--- config.mk ---
export PLATFORM = sky130hd
export DESIGN_NAME = mlh_homing
export DESIGN_NICKNAME = d
export VERILOG_FILES = /design/src/mlh_pkg.sv /design/src/mlh_homing.sv
export SDC_FILE = /design/constraint.sdc
export NUM_CORES = 1
export LEC_CHECK = 0
export BUFFER_PORTS_ARGS = -buffer_cell sky130_fd_sc_hd__buf_2
export CORE_ASPECT_RATIO = 1.25
export CORE_MARGIN = 3
export CORE_UTILIZATION = 58
export CTS_BUF_LIST = sky130_fd_sc_hd__clkbuf_4 sky130_fd_sc_hd__clkbuf_8 sky130_fd_sc_hd__clkbuf_16
export CTS_CLUSTER_SIZE = 8
export DETAILED_ROUTE_END_ITERATION = 8
export PLACE_DENSITY = 0.9
export RECOVER_POWER = 100
export SETUP_SLACK_MARGIN = 0.5
export SLEW_MARGIN = 20
export SYNTH_ARGS = -nofsm -noshare
export SYNTH_HDL_FRONTEND = slang
export SYNTH_SLANG_ARGS = --single-unit
export TNS_END_PERCENT = 50
--- constraint.sdc ---
create_clock -name ref_clk -period 5.3 [get_ports ref_clk]
set_clock_uncertainty 0.2 [all_clocks]
set_input_delay 1.325 -clock ref_clk [delete_from_list [all_inputs] [get_ports ref_clk]]
set_output_delay 1.325 -clock ref_clk [all_outputs]
set_load 0.05 [all_outputs]
--- src/mlh_pkg.sv ---
/*
  mechanical limit homing package: object indices, status bit positions,
  method codes, state encoding and the drive command carrier.
  assumes: included before mlh_homing; no timescale of its own.
*/
`default_nettype none
package mlh_pkg;
  // object indices on the object access port
  localparam logic [15:0] OBJ_CUR_THR      = 16'h207B;
  localparam logic [15:0] OBJ_CUR_THR_TIME = 16'h207C;
  localparam logic [15:0] OBJ_HOME_OFFSET  = 16'h607C;
  localparam logic [15:0] OBJ_METHOD       = 16'h6098;
  localparam logic [15:0] OBJ_CTRL_WORD    = 16'h6040;
  localparam logic [15:0] OBJ_STATUS_WORD  = 16'h6041;
  // reset values
  localparam logic [31:0] RST_WORD32  = 32'h0000_0000;
  localparam logic [7:0]  RST_METHOD  = 8'h00;
  localparam logic [15:0] RST_CTRL    = 16'h0000;
  // control and status field positions
  localparam int CTRL_START_BIT  = 4;
  localparam int CTRL_HALT_BIT   = 8;
  localparam int STAT_TARGET_BIT = 10;
  localparam int STAT_ATTAIN_BIT = 12;
  localparam int STAT_ERROR_BIT  = 13;
  // signed method numbers as raw bytes
  localparam logic [7:0] METH_NEG_INDEX = 8'hFF;
  localparam logic [7:0] METH_POS_INDEX = 8'hFE;
  localparam logic [7:0] METH_NEG_DIST  = 8'hFD;
  localparam logic [7:0] METH_POS_DIST  = 8'hFC;
  localparam logic [7:0] METH_NONE      = 8'h00;
  // timing: threshold time object counts ticks of this length
  localparam int CLK_PERIOD_NS = 40;
  localparam int TICK_NS       = 1000;
  localparam int TICK_CYC      = (TICK_NS + CLK_PERIOD_NS - 1) / CLK_PERIOD_NS;
  localparam logic [7:0] TICK_LAST = 8'(TICK_CYC - 1);

  typedef enum logic [4:0] {
    ST_IDLE = 5'h01,
    ST_SEEK = 5'h02,
    ST_REV  = 5'h04,
    ST_DONE = 5'h08,
    ST_ERR  = 5'h10
  } mlh_state_type;

  // motion command towards the position loop
  typedef struct packed {
    logic        move_en;   // motion requested
    logic        move_dir;  // 1 positive, 0 negative
    logic        pos_load;  // one-cycle load of reported position
    logic [31:0] pos_value; // value to load
  } mlh_cmd_type;
endpackage : mlh_pkg
`default_nettype wire

--- src/mlh_homing.sv ---
/*
  mechanical limit homing sequencer: methods -1 to -4 with current
  threshold and control-error detection, object access port, status word.
  assumes: all inputs synchronous to ref_clk; pos_step pulses once per
  position unit travelled; the position loop obeys the command struct.
*/
// Function
// - current variant only for closed loop motors
// - control-error variant only open loop with encoder
// - current above threshold for time, then reverse
// - method -1 seeks negative, homes next index
// - method -2 seeks positive, homes next index
// - negative control error marks limit, reverse
// - positive control error marks limit, reverse
// - control error uses protection, not homing threshold
// - method -3 stops after home offset travel
// - method -4 stops after absolute offset travel
// - control-error limit position is home reference
// - at end load position with home offset
// - success sets attained and target reached
`timescale 1ns/1ps
`default_nettype none
module mlh_homing
  import mlh_pkg::*;
(
  // clock and reset
  input  wire logic                 ref_clk,
  input  wire logic                 srst,
  // object access port
  input  wire logic                 obj_req,
  input  wire logic                 obj_we,
  input  wire logic [15:0]          obj_index,
  input  wire logic [31:0]          obj_wdata,
  output var  logic [31:0]          obj_rdata_q,
  output var  logic                 obj_ack_q,
  output var  logic                 obj_err_q,
  // drive configuration and feedback
  input  wire logic                 cfg_closed_loop,
  input  wire logic                 cfg_has_encoder,
  input  wire logic [31:0]          motor_current,
  input  wire logic                 ctrl_err,
  input  wire logic                 index_pulse,
  input  wire logic                 pos_step,
  // motion command and status
  output var  mlh_pkg::mlh_cmd_type cmd_q,
  output var  logic [15:0]          status_word_q
);
  import mlh_pkg::*;

  logic [31:0]   cur_thr_q;
  logic [31:0]   cur_time_q;
  logic [31:0]   offset_q;
  logic [7:0]    method_q;
  logic [15:0]   ctrl_q;
  logic          start_q;
  logic          use_cur_q;
  mlh_state_type state_q;
  mlh_state_type state_d;
  logic [7:0]    tick_q;
  logic [31:0]   cur_cnt_q;
  logic [31:0]   dist_q;
  logic          cur_hit;
  logic          limit_hit;
  logic          seek_pos;
  logic          idx_method;
  logic          meth_ok;
  logic          halt;

  // magnitude of a signed 32-bit distance
  function automatic logic [31:0] abs32(input logic [31:0] v);
    abs32 = v[31] ? 32'(-v) : v;
  endfunction : abs32

  assign seek_pos   = ~method_q[0];
  assign idx_method = (method_q == METH_NEG_INDEX) || (method_q == METH_POS_INDEX);
  assign meth_ok    = idx_method || (method_q == METH_NEG_DIST) || (method_q == METH_POS_DIST);
  assign halt       = ctrl_q[CTRL_HALT_BIT];

  // object writes; start is the rising edge of the start bit
  always_ff @(posedge ref_clk)
  begin
    if (srst)
    begin
      cur_thr_q  <= RST_WORD32;
      cur_time_q <= RST_WORD32;
      offset_q   <= RST_WORD32;
      method_q   <= RST_METHOD;
      ctrl_q     <= RST_CTRL;
      start_q    <= 1'b0;
    end
    else
    begin
      start_q <= 1'b0;
      if (obj_req && obj_we)
      begin
        if (obj_index == OBJ_CUR_THR)
          cur_thr_q <= obj_wdata;
        else if (obj_index == OBJ_CUR_THR_TIME)
          cur_time_q <= obj_wdata;
        else if (obj_index == OBJ_HOME_OFFSET)
          offset_q <= obj_wdata;
        // method latched from the master's write
        else if (obj_index == OBJ_METHOD)
          method_q <= obj_wdata[7:0];
        else if (obj_index == OBJ_CTRL_WORD)
        begin
          ctrl_q  <= obj_wdata[15:0];
          start_q <= obj_wdata[CTRL_START_BIT] && !ctrl_q[CTRL_START_BIT];
        end
      end
    end
  end

  // object reads answer one cycle after the request
  always_ff @(posedge ref_clk)
  begin
    if (srst)
    begin
      obj_rdata_q <= RST_WORD32;
      obj_ack_q   <= 1'b0;
      obj_err_q   <= 1'b0;
    end
    else
    begin
      obj_ack_q   <= obj_req;
      obj_err_q   <= 1'b0;
      obj_rdata_q <= RST_WORD32;
      if (obj_req)
      begin
        if (obj_index == OBJ_CUR_THR)
          obj_rdata_q <= cur_thr_q;
        else if (obj_index == OBJ_CUR_THR_TIME)
          obj_rdata_q <= cur_time_q;
        else if (obj_index == OBJ_HOME_OFFSET)
          obj_rdata_q <= offset_q;
        else if (obj_index == OBJ_METHOD)
          obj_rdata_q <= {{24{method_q[7]}}, method_q};
        else if (obj_index == OBJ_CTRL_WORD)
          obj_rdata_q <= {16'h0000, ctrl_q};
        else if (obj_index == OBJ_STATUS_WORD)
          obj_err_q <= obj_we; // status word is read-only
        else
          obj_err_q <= 1'b1;
        if (obj_index == OBJ_STATUS_WORD)
          obj_rdata_q <= {16'h0000, status_word_q};
      end
    end
  end

  // free-running prescaler for the threshold time base
  always_ff @(posedge ref_clk)
  begin
    if (srst || tick_q == TICK_LAST)
      tick_q <= 8'h00;
    else
      tick_q <= tick_q + 8'h01;
  end

  // current dwell counter, cleared whenever current drops below
  always_ff @(posedge ref_clk)
  begin
    if (srst || state_q != ST_SEEK || motor_current <= cur_thr_q)
      cur_cnt_q <= RST_WORD32;
    else if (tick_q == TICK_LAST && cur_cnt_q != 32'hFFFF_FFFF)
      cur_cnt_q <= cur_cnt_q + 32'h0000_0001;
  end

  // current above threshold for the threshold time
  assign cur_hit = (motor_current > cur_thr_q) && (cur_cnt_q >= cur_time_q);
  // control error comes from the drive's own protection
  assign limit_hit = use_cur_q ? cur_hit : ctrl_err;

  // travel counted from the limit; the limit is the reference point
  always_ff @(posedge ref_clk)
  begin
    if (srst || state_q != ST_REV)
      dist_q <= RST_WORD32;
    // distance measured from the control-error position
    else if (pos_step)
      dist_q <= dist_q + 32'h0000_0001;
  end

  // variant chosen at start from the motor configuration
  always_ff @(posedge ref_clk)
  begin
    if (srst)
      use_cur_q <= 1'b0;
    // current variant for closed loop only
    else if (start_q && state_q != ST_SEEK && state_q != ST_REV)
      use_cur_q <= cfg_closed_loop;
  end

  // sequencer next state
  always_comb
  begin
    state_d = state_q;
    case (state_q)
      ST_IDLE, ST_DONE, ST_ERR:
      begin
        if (start_q && !halt)
        begin
          // open loop needs an encoder for the error variant
          if (!meth_ok || (!cfg_closed_loop && !cfg_has_encoder))
            state_d = ST_ERR;
          else
            state_d = ST_SEEK;
        end
      end
      ST_SEEK:
      begin
        if (halt)
          state_d = ST_IDLE;
        // negative seek ends on limit detection
        // positive seek ends on limit detection
        else if (limit_hit)
          state_d = ST_REV;
      end
      ST_REV:
      begin
        if (halt)
          state_d = ST_IDLE;
        // index after reversing from the negative stop
        // index after reversing from the positive stop
        else if (idx_method && index_pulse)
          state_d = ST_DONE;
        // stop once the offset has been travelled
        // absolute offset for both distance methods
        else if (!idx_method && dist_q >= abs32(offset_q))
          state_d = ST_DONE;
      end
      default: state_d = ST_IDLE;
    endcase
  end

  always_ff @(posedge ref_clk)
  begin
    if (srst)
      state_q <= ST_IDLE;
    else
      state_q <= state_d;
  end

  // motion command registered from the next state
  always_ff @(posedge ref_clk)
  begin
    if (srst)
      cmd_q <= '0;
    else
    begin
      cmd_q.move_en  <= (state_d == ST_SEEK) || (state_d == ST_REV);
      cmd_q.move_dir <= (state_d == ST_REV) ? !seek_pos : seek_pos;
      // position takes the home offset at completion
      cmd_q.pos_load  <= (state_d == ST_DONE) && (state_q == ST_REV);
      cmd_q.pos_value <= offset_q;
    end
  end

  // status word; halted or never started reads as interrupted
  always_ff @(posedge ref_clk)
  begin
    if (srst)
      status_word_q <= 16'h0400;
    else
    begin
      status_word_q <= 16'h0000;
      // success shows attained and target reached
      status_word_q[STAT_ATTAIN_BIT] <= (state_d == ST_DONE);
      status_word_q[STAT_TARGET_BIT] <= (state_d != ST_SEEK) && (state_d != ST_REV);
      status_word_q[STAT_ERROR_BIT]  <= (state_d == ST_ERR);
    end
  end
endmodule : mlh_homing
`default_nettype wire

* After elaboration in Yosys (flattened, before gate mapping) *
Cells that the tools add are included.

word-level totals
  output and inout bits = 85
  bits in latches = 0
  bits in read-only memories = 0
  RAM bits = 0
  bits in registers = 284
  memories kept = 0
  word-level logic and storage cells = 117

operators by class
  add/subtract/negate cells = 4
  order comparisons = 4
  eq/ne operators = 25
  div/mod/pow operators = 0
  shift operators = 0
  multiply operators = 0
  bitwise gates (word level) = 8
  reductions and logical operators = 37
  muxes and demuxes = 18

operators with widths
  cell                     count
  $mux W32                 5
  $add A32 B1 Y32 const B  2
  $eq A16 B15 Y1 const B   4
  $ge A32 B32 Y1           2
  $mux W5                  7
  $eq A16 B14 Y1 const B   2
  $eq A8 B8 Y1 const B     4
  $gt A32 B32 Y1           1
  $le A32 B32 Y1           1
  $mux W16                 2
  $ne A32 B32 Y1 const B   1
  $neg A32 Y32             1
  $pmux W5 S3              1
  $reduce_or A7 Y1         2
  $logic_and A1 B1 Y1      12
  $eq A5 B2 Y1 const B     2
  $eq A5 B3 Y1 const B     2
  $eq A5 B4 Y1 const B     2
  $eq A5 B5 Y1 const B     2
  $ne A5 B2 Y1 const B     2
  $ne A5 B3 Y1 const B     2
  $logic_or A1 B1 Y1       9
  $add A8 B1 Y8 const B    1
  $eq A8 B5 Y1 const B     1
  11 further kinds         26

* Longest topological paths before layout *
  depth after elaboration = 11
  mapped depth = 18

* Least setup slack after synthesis *
No wires, ideal clock.

  path kind = register -> register
  start point = register offset_q[6]
  end point = register cmd_q[33] (netlist name)
  buffers on the path = 1
  data arrival time = 3.977 ns
  stages on the path, launching flop included = 17
  path slack = 1.003 ns
  required time = 4.979 ns
  path through = dfxtp_1 buf_6 or4_4 nor3_2 or3b_4 nand2b_4 nand2b_4 o41ai_2 xor2_1 ha_1 nand4_1 or4_1 nor3_1 a2bb2oi_1 a32o_1 a21oi_1 mux2_2

between the ends
  cells in the longest elaborated chain, start to end = 10

RTL lines
  what                    line               text
  from (decl)             mlh_homing.sv:52   logic [31:0] offset_q;
  from (signal assigned)  mlh_homing.sv:101  offset_q <= obj_wdata;
  $neg A32 Y32            mlh_homing.sv:71   abs32 = v[31] ? 32'(-v) : v;
  $mux W32 *              mlh_homing.sv:71
  $ge A32 B32 Y1 *        mlh_homing.sv:228  else if (!idx_method && dist_q >= abs32(offset_q))
  $logic_and A1 B1 Y1 *   mlh_homing.sv:228
  $mux W5 *               mlh_homing.sv:228
  $mux W5 *               mlh_homing.sv:224  else if (idx_method && index_pulse)
  $mux W5 *               mlh_homing.sv:220  if (halt)
  $pmux W5 S3 *           mlh_homing.sv:197  case (state_q)
  $eq A5 B3 Y1 *          mlh_homing.sv:251  cmd_q.move_dir <= (state_d == ST_REV) ? !seek_pos : seek_pos;
  $mux W1 *               mlh_homing.sv:251
  to (decl)               mlh_homing.sv:45   output var mlh_pkg::mlh_cmd_type cmd_q,

Mark *: on every way between the ends. The rest lies on a longest branch, timed or not.
A chain may end at the register's enable or synchronous reset.

==> summary.md <==
| Metric | Value |
|---|---|
| Status | finished with violations |
| Failing checks | max-capacitance violations, max-slew violations |
| Clk network pwr share | 0.497 |
| Via-to-Cell Ratio | 6.17 |
| Worst Tran Pin Value | 2.60 ns |
| Final WL | 39700 um |
| Primary FF master, synth | dfxtp_1 |
| Kind of end point of the critical path | flip-flop |
| CTS tree | built |
| Sequential share of the synthesized area | 0.400 |
| Num CTS Buffers | 39 |
| Gp weighted congestion | 0.945 |
| Crit path launch | srst |
| Synth Instances | 1628 |
| Post-route clock period utilization | 0.890 |
| Worst Path Required | 5.49 ns |
| Pint | 3.45 mW |
| Simple-gate share of the synthesized area | 0.226 |
| Critical R2R Capture | cmd_q[33] |
| RSZ-0062 raised after global routing | no |
| Ys async rst share | 0 |
| Total power | 4.41 mW |
| Final Max Tran Viols | 239 |
| Worst Setup Path Type | primary input to flip-flop |
| Final ANT Viol Nets | 0 |
| DRT Pass-1 Iters | 6 |
| Final nets | 1962 |
| Final setup margin | 0.584 ns |
| Pwr/cell area | 285 nW/um^2 |
| Sequential power share | 0.464 |
| Hold crit path type | flip-flop to flip-flop |
| Final core occ | 0.686 |
| Setup total negative slack | 0 ns |
| Vert. Die Dim | 177 um |
| Initial antenna violation count | 0 |
| Worst Setup Start Kind | primary input |
| Initial Utilization | 0.600 |
| Antenna fix cells | 0 |
| CP Capture Point | cmd_q[33] |
| Largest net degree at the start of global routing | 78 |
| Post-synth EDFFs | 0 |
| Max stage delay on crit path | 1.92 ns |
| Worst skew pair latency | 0.51 ns |
| GRT overflow | 0 |
| Critical Path AT | 4.91 ns |
| Crit path buf inv count | 2 |
| Area Overhead vs Synth | 14.2% |
| Vias in the first global route | 12500 |
| Yosys top cell area share | 0.400 |
| Crit path max fanout | 62 |
| DRC viols | 0 |
| Critical-path cell list | clkbuf_1, clkbuf_1, nor2b_1, mux2_2 |
| Initial drt markers | 1411 |
| Clock H-tree levels | 2 |
| Die W | 143 um |
| Synth Area in Compound Gates | 0.134 |
| Core area | 22600 um^2 |
| Logic pwr share | 0.039 |
| Worst VDD drop | 180 uV |
| Post-synthesis xor/xnor area fraction | 0.0607 |
| Synth top area cells | dfxtp_1 (40%), ha_1 (9.3%), nand2_1 (8.0%) |
| Hold Fails Final Rpt | 0 |
| Clk slew on worst S/H paths | 0.05 ns |
| # Max-Cap Violations | 5 |
| Final Instance Area | 15500 um^2 |
| Switching part of the total power | 0.218 |
| Worst slack, placed | 0.554 ns |
| Die ar. | 25300 um^2 |
| Fillers | 1660 |
| F_max | 0.212 GHz |
| Top Ports | 174 |
| Post-synthesis mux area share | 0.0340 |
| Clock net sink count | 271 |
| Mean area per synthesized cell | 8.33 um^2 |
| Reg2reg start | offset_q[6] |
| Routed WL per cell | 19.3 um |
| CTS Buffer Depth | 3 |
| Reg2reg path depth | 18 |
| Slowest CP cell | clkbuf_1 |
| R2R setup slack | 0.67 ns |
| Leakage dissipation | 5.89 nW |
| Total number of vias | 12700 |
| Tmin final | 4.72 ns |
| P_sw | 961 uW |
| Netlist cell types | 66 |
| Critical Path Most Common Cell | clkbuf_1 |
| Synth top cells by count | nand2_1 (288), dfxtp_1 (271), a21oi_1 (187), nor2_1 (129), ha_1 (101) |
| Num rows | 61 |
| Placed cell areas | 14500 um^2 |
| First-pass GRT wire length | 61900 um |
| IO Port Bufs | 160 |
| Yosys warning count | 0 |
| GRT Overall Usage | 0.302 |
| Synth Cell Area | 13600 um^2 |
| Main combinational cell family by area after synthesis | simple AND/OR/NAND/NOR gates |
| Delay-heaviest family, CP | buffers and inverters |
| Adder-cell area share of the yosys netlist | 0.0932 |
| Share of post-route cells with drive strength above 1 | 0.0981 |
| Clk root buf | clkbuf_16 |
| Slew headroom | -0.733 |
| Count leader, synth | nand2_1 |
| CP Depth | 4 |
| Post-detail-place hpwl | 27200 um |
| Post-synthesis sequential element count | 271 |
| Count of final setup violators | 0 |
| Synth area leader | dfxtp_1 |
## cell usage in the layout, fill, tap and decap left out, types with 11 or more instances in the layout
master | synthesis | layout
o211a_1 | 17 | 17
nand4_1 | 38 | 38
a22oi_1 | 11 | 11
clkbuf_16 | 0 | 41
ha_1 | 101 | 101
nor2b_1 | 40 | 40
buf_4 | 13 | 13
xor2_1 | 78 | 78
mux2i_1 | 45 | 45
inv_1 | 79 | 79
nand2_1 | 288 | 288
nand3_1 | 43 | 43
conb_1 | 1 | 13
a21oi_1 | 187 | 186
and3_1 | 11 | 11
and4_1 | 12 | 12
clkbuf_1 | 64 | 77
nor2_1 | 129 | 127
nor3_1 | 14 | 13
o21ai_0 | 43 | 43
dfxtp_1 | 271 | 271
xnor2_1 | 16 | 16
buf_2 | 5 | 87
## power by group through the flow
stage	Combinational, mW	Sequential [mW]	Clock (mW)
finish	0.170	2.05	2.19
global route	0.179	2.05	2.27
CTS	0.166	2.05	2.19
detailed placement	0.163	2.09	0
global placement	0.159	2.09	0
floorplan	0.0928	2.09	0
## worst reg2reg max path, cell delays in order (launching register included)
cell       delay, ns
dfxtp_1         0.39
or4_4           0.60
nor3_4          0.14
nand3_1         0.13
or2_4           0.27
nand2b_4        0.15
nand2b_4        0.18
o41ai_4         0.35
xor2_1          0.21
ha_1            0.27
buf_4           0.14
a21oi_1         0.18
nand2_1         0.08
a221oi_1        0.24
o211a_1         0.21
a2bb2oi_2       0.26
a32o_1          0.19
a21oi_2         0.05
mux2_2          0.28
## worst min path at each step
stage	cells past startpoint	to	slack (ns)	from
final	2	cur_thr_q[9]	0.26	cur_thr_q[9]
after floorplan	1	start_q	0.22	ctrl_q[4]
after CTS	2	cur_thr_q[9]	0.26	cur_thr_q[9]
after detailed placement	2	ctrl_q[9]	0.25	ctrl_q[9]
after global placement	2	ctrl_q[9]	0.24	ctrl_q[9]
after global routing	2	cur_thr_q[8]	0.27	cur_thr_q[8]
## layout make-up
| type | count | area (um^2) | area share |
|---|---|---|---|
| clock buffer | 42 | 1030 | 0.0667 |
| inverter | 79 | 297 | 0.0191 |
| multi-input combinational | 1201 | 7550 | 0.487 |
| sequential | 271 | 5430 | 0.350 |
| tap | 283 | 354 | 0.0229 |
| timing repair buffer | 180 | 837 | 0.0540 |
## per-layer routing
metal,part of all wire,track usage
met1,0.36,0.357
met2,0.48,0.509
met3,0.096,0.0608
met4,0.061,0.170
met5,0,0
## stage by stage
step	hold WS (ns)	cells
finish	0.255	2056
global route	0.272	2056
CTS	0.257	2054
detailed placement	0.247	2012
global placement	0.242	2012
floorplan	0.224	1640
## state kept, by name, indices dropped and copies added (netlist names), 3 cells and up
signal and count:
ctrl_q 16, cur_thr_q 32, state_q 5, status_word_q 3, tick_q 8, cmd_q 35
method_q 8, dist_q 32, obj_rdata_q 32, cur_cnt_q 32, offset_q 32, cur_time_q 32
## cell families (layout without fill, tap and decap cells)
kind of cell	after synthesis	after routing
buffers and inverters	168	301
DFF	271	271
muxes	46	46
adders and majority gates	101	101
xor gates and xnor gates	94	94
and+or+nand+nor	640	640
AOI/OAI and AO/OA	307	307
other	1	13
## repair_timing
item,CTS,global route
endpoints found under the setup margin,0,1
resized for setup,0,6
hold buffers,0,0
buffers inserted,0,2
endpoints found under the hold margin,0,0
(Power assumes the default switching activity.)
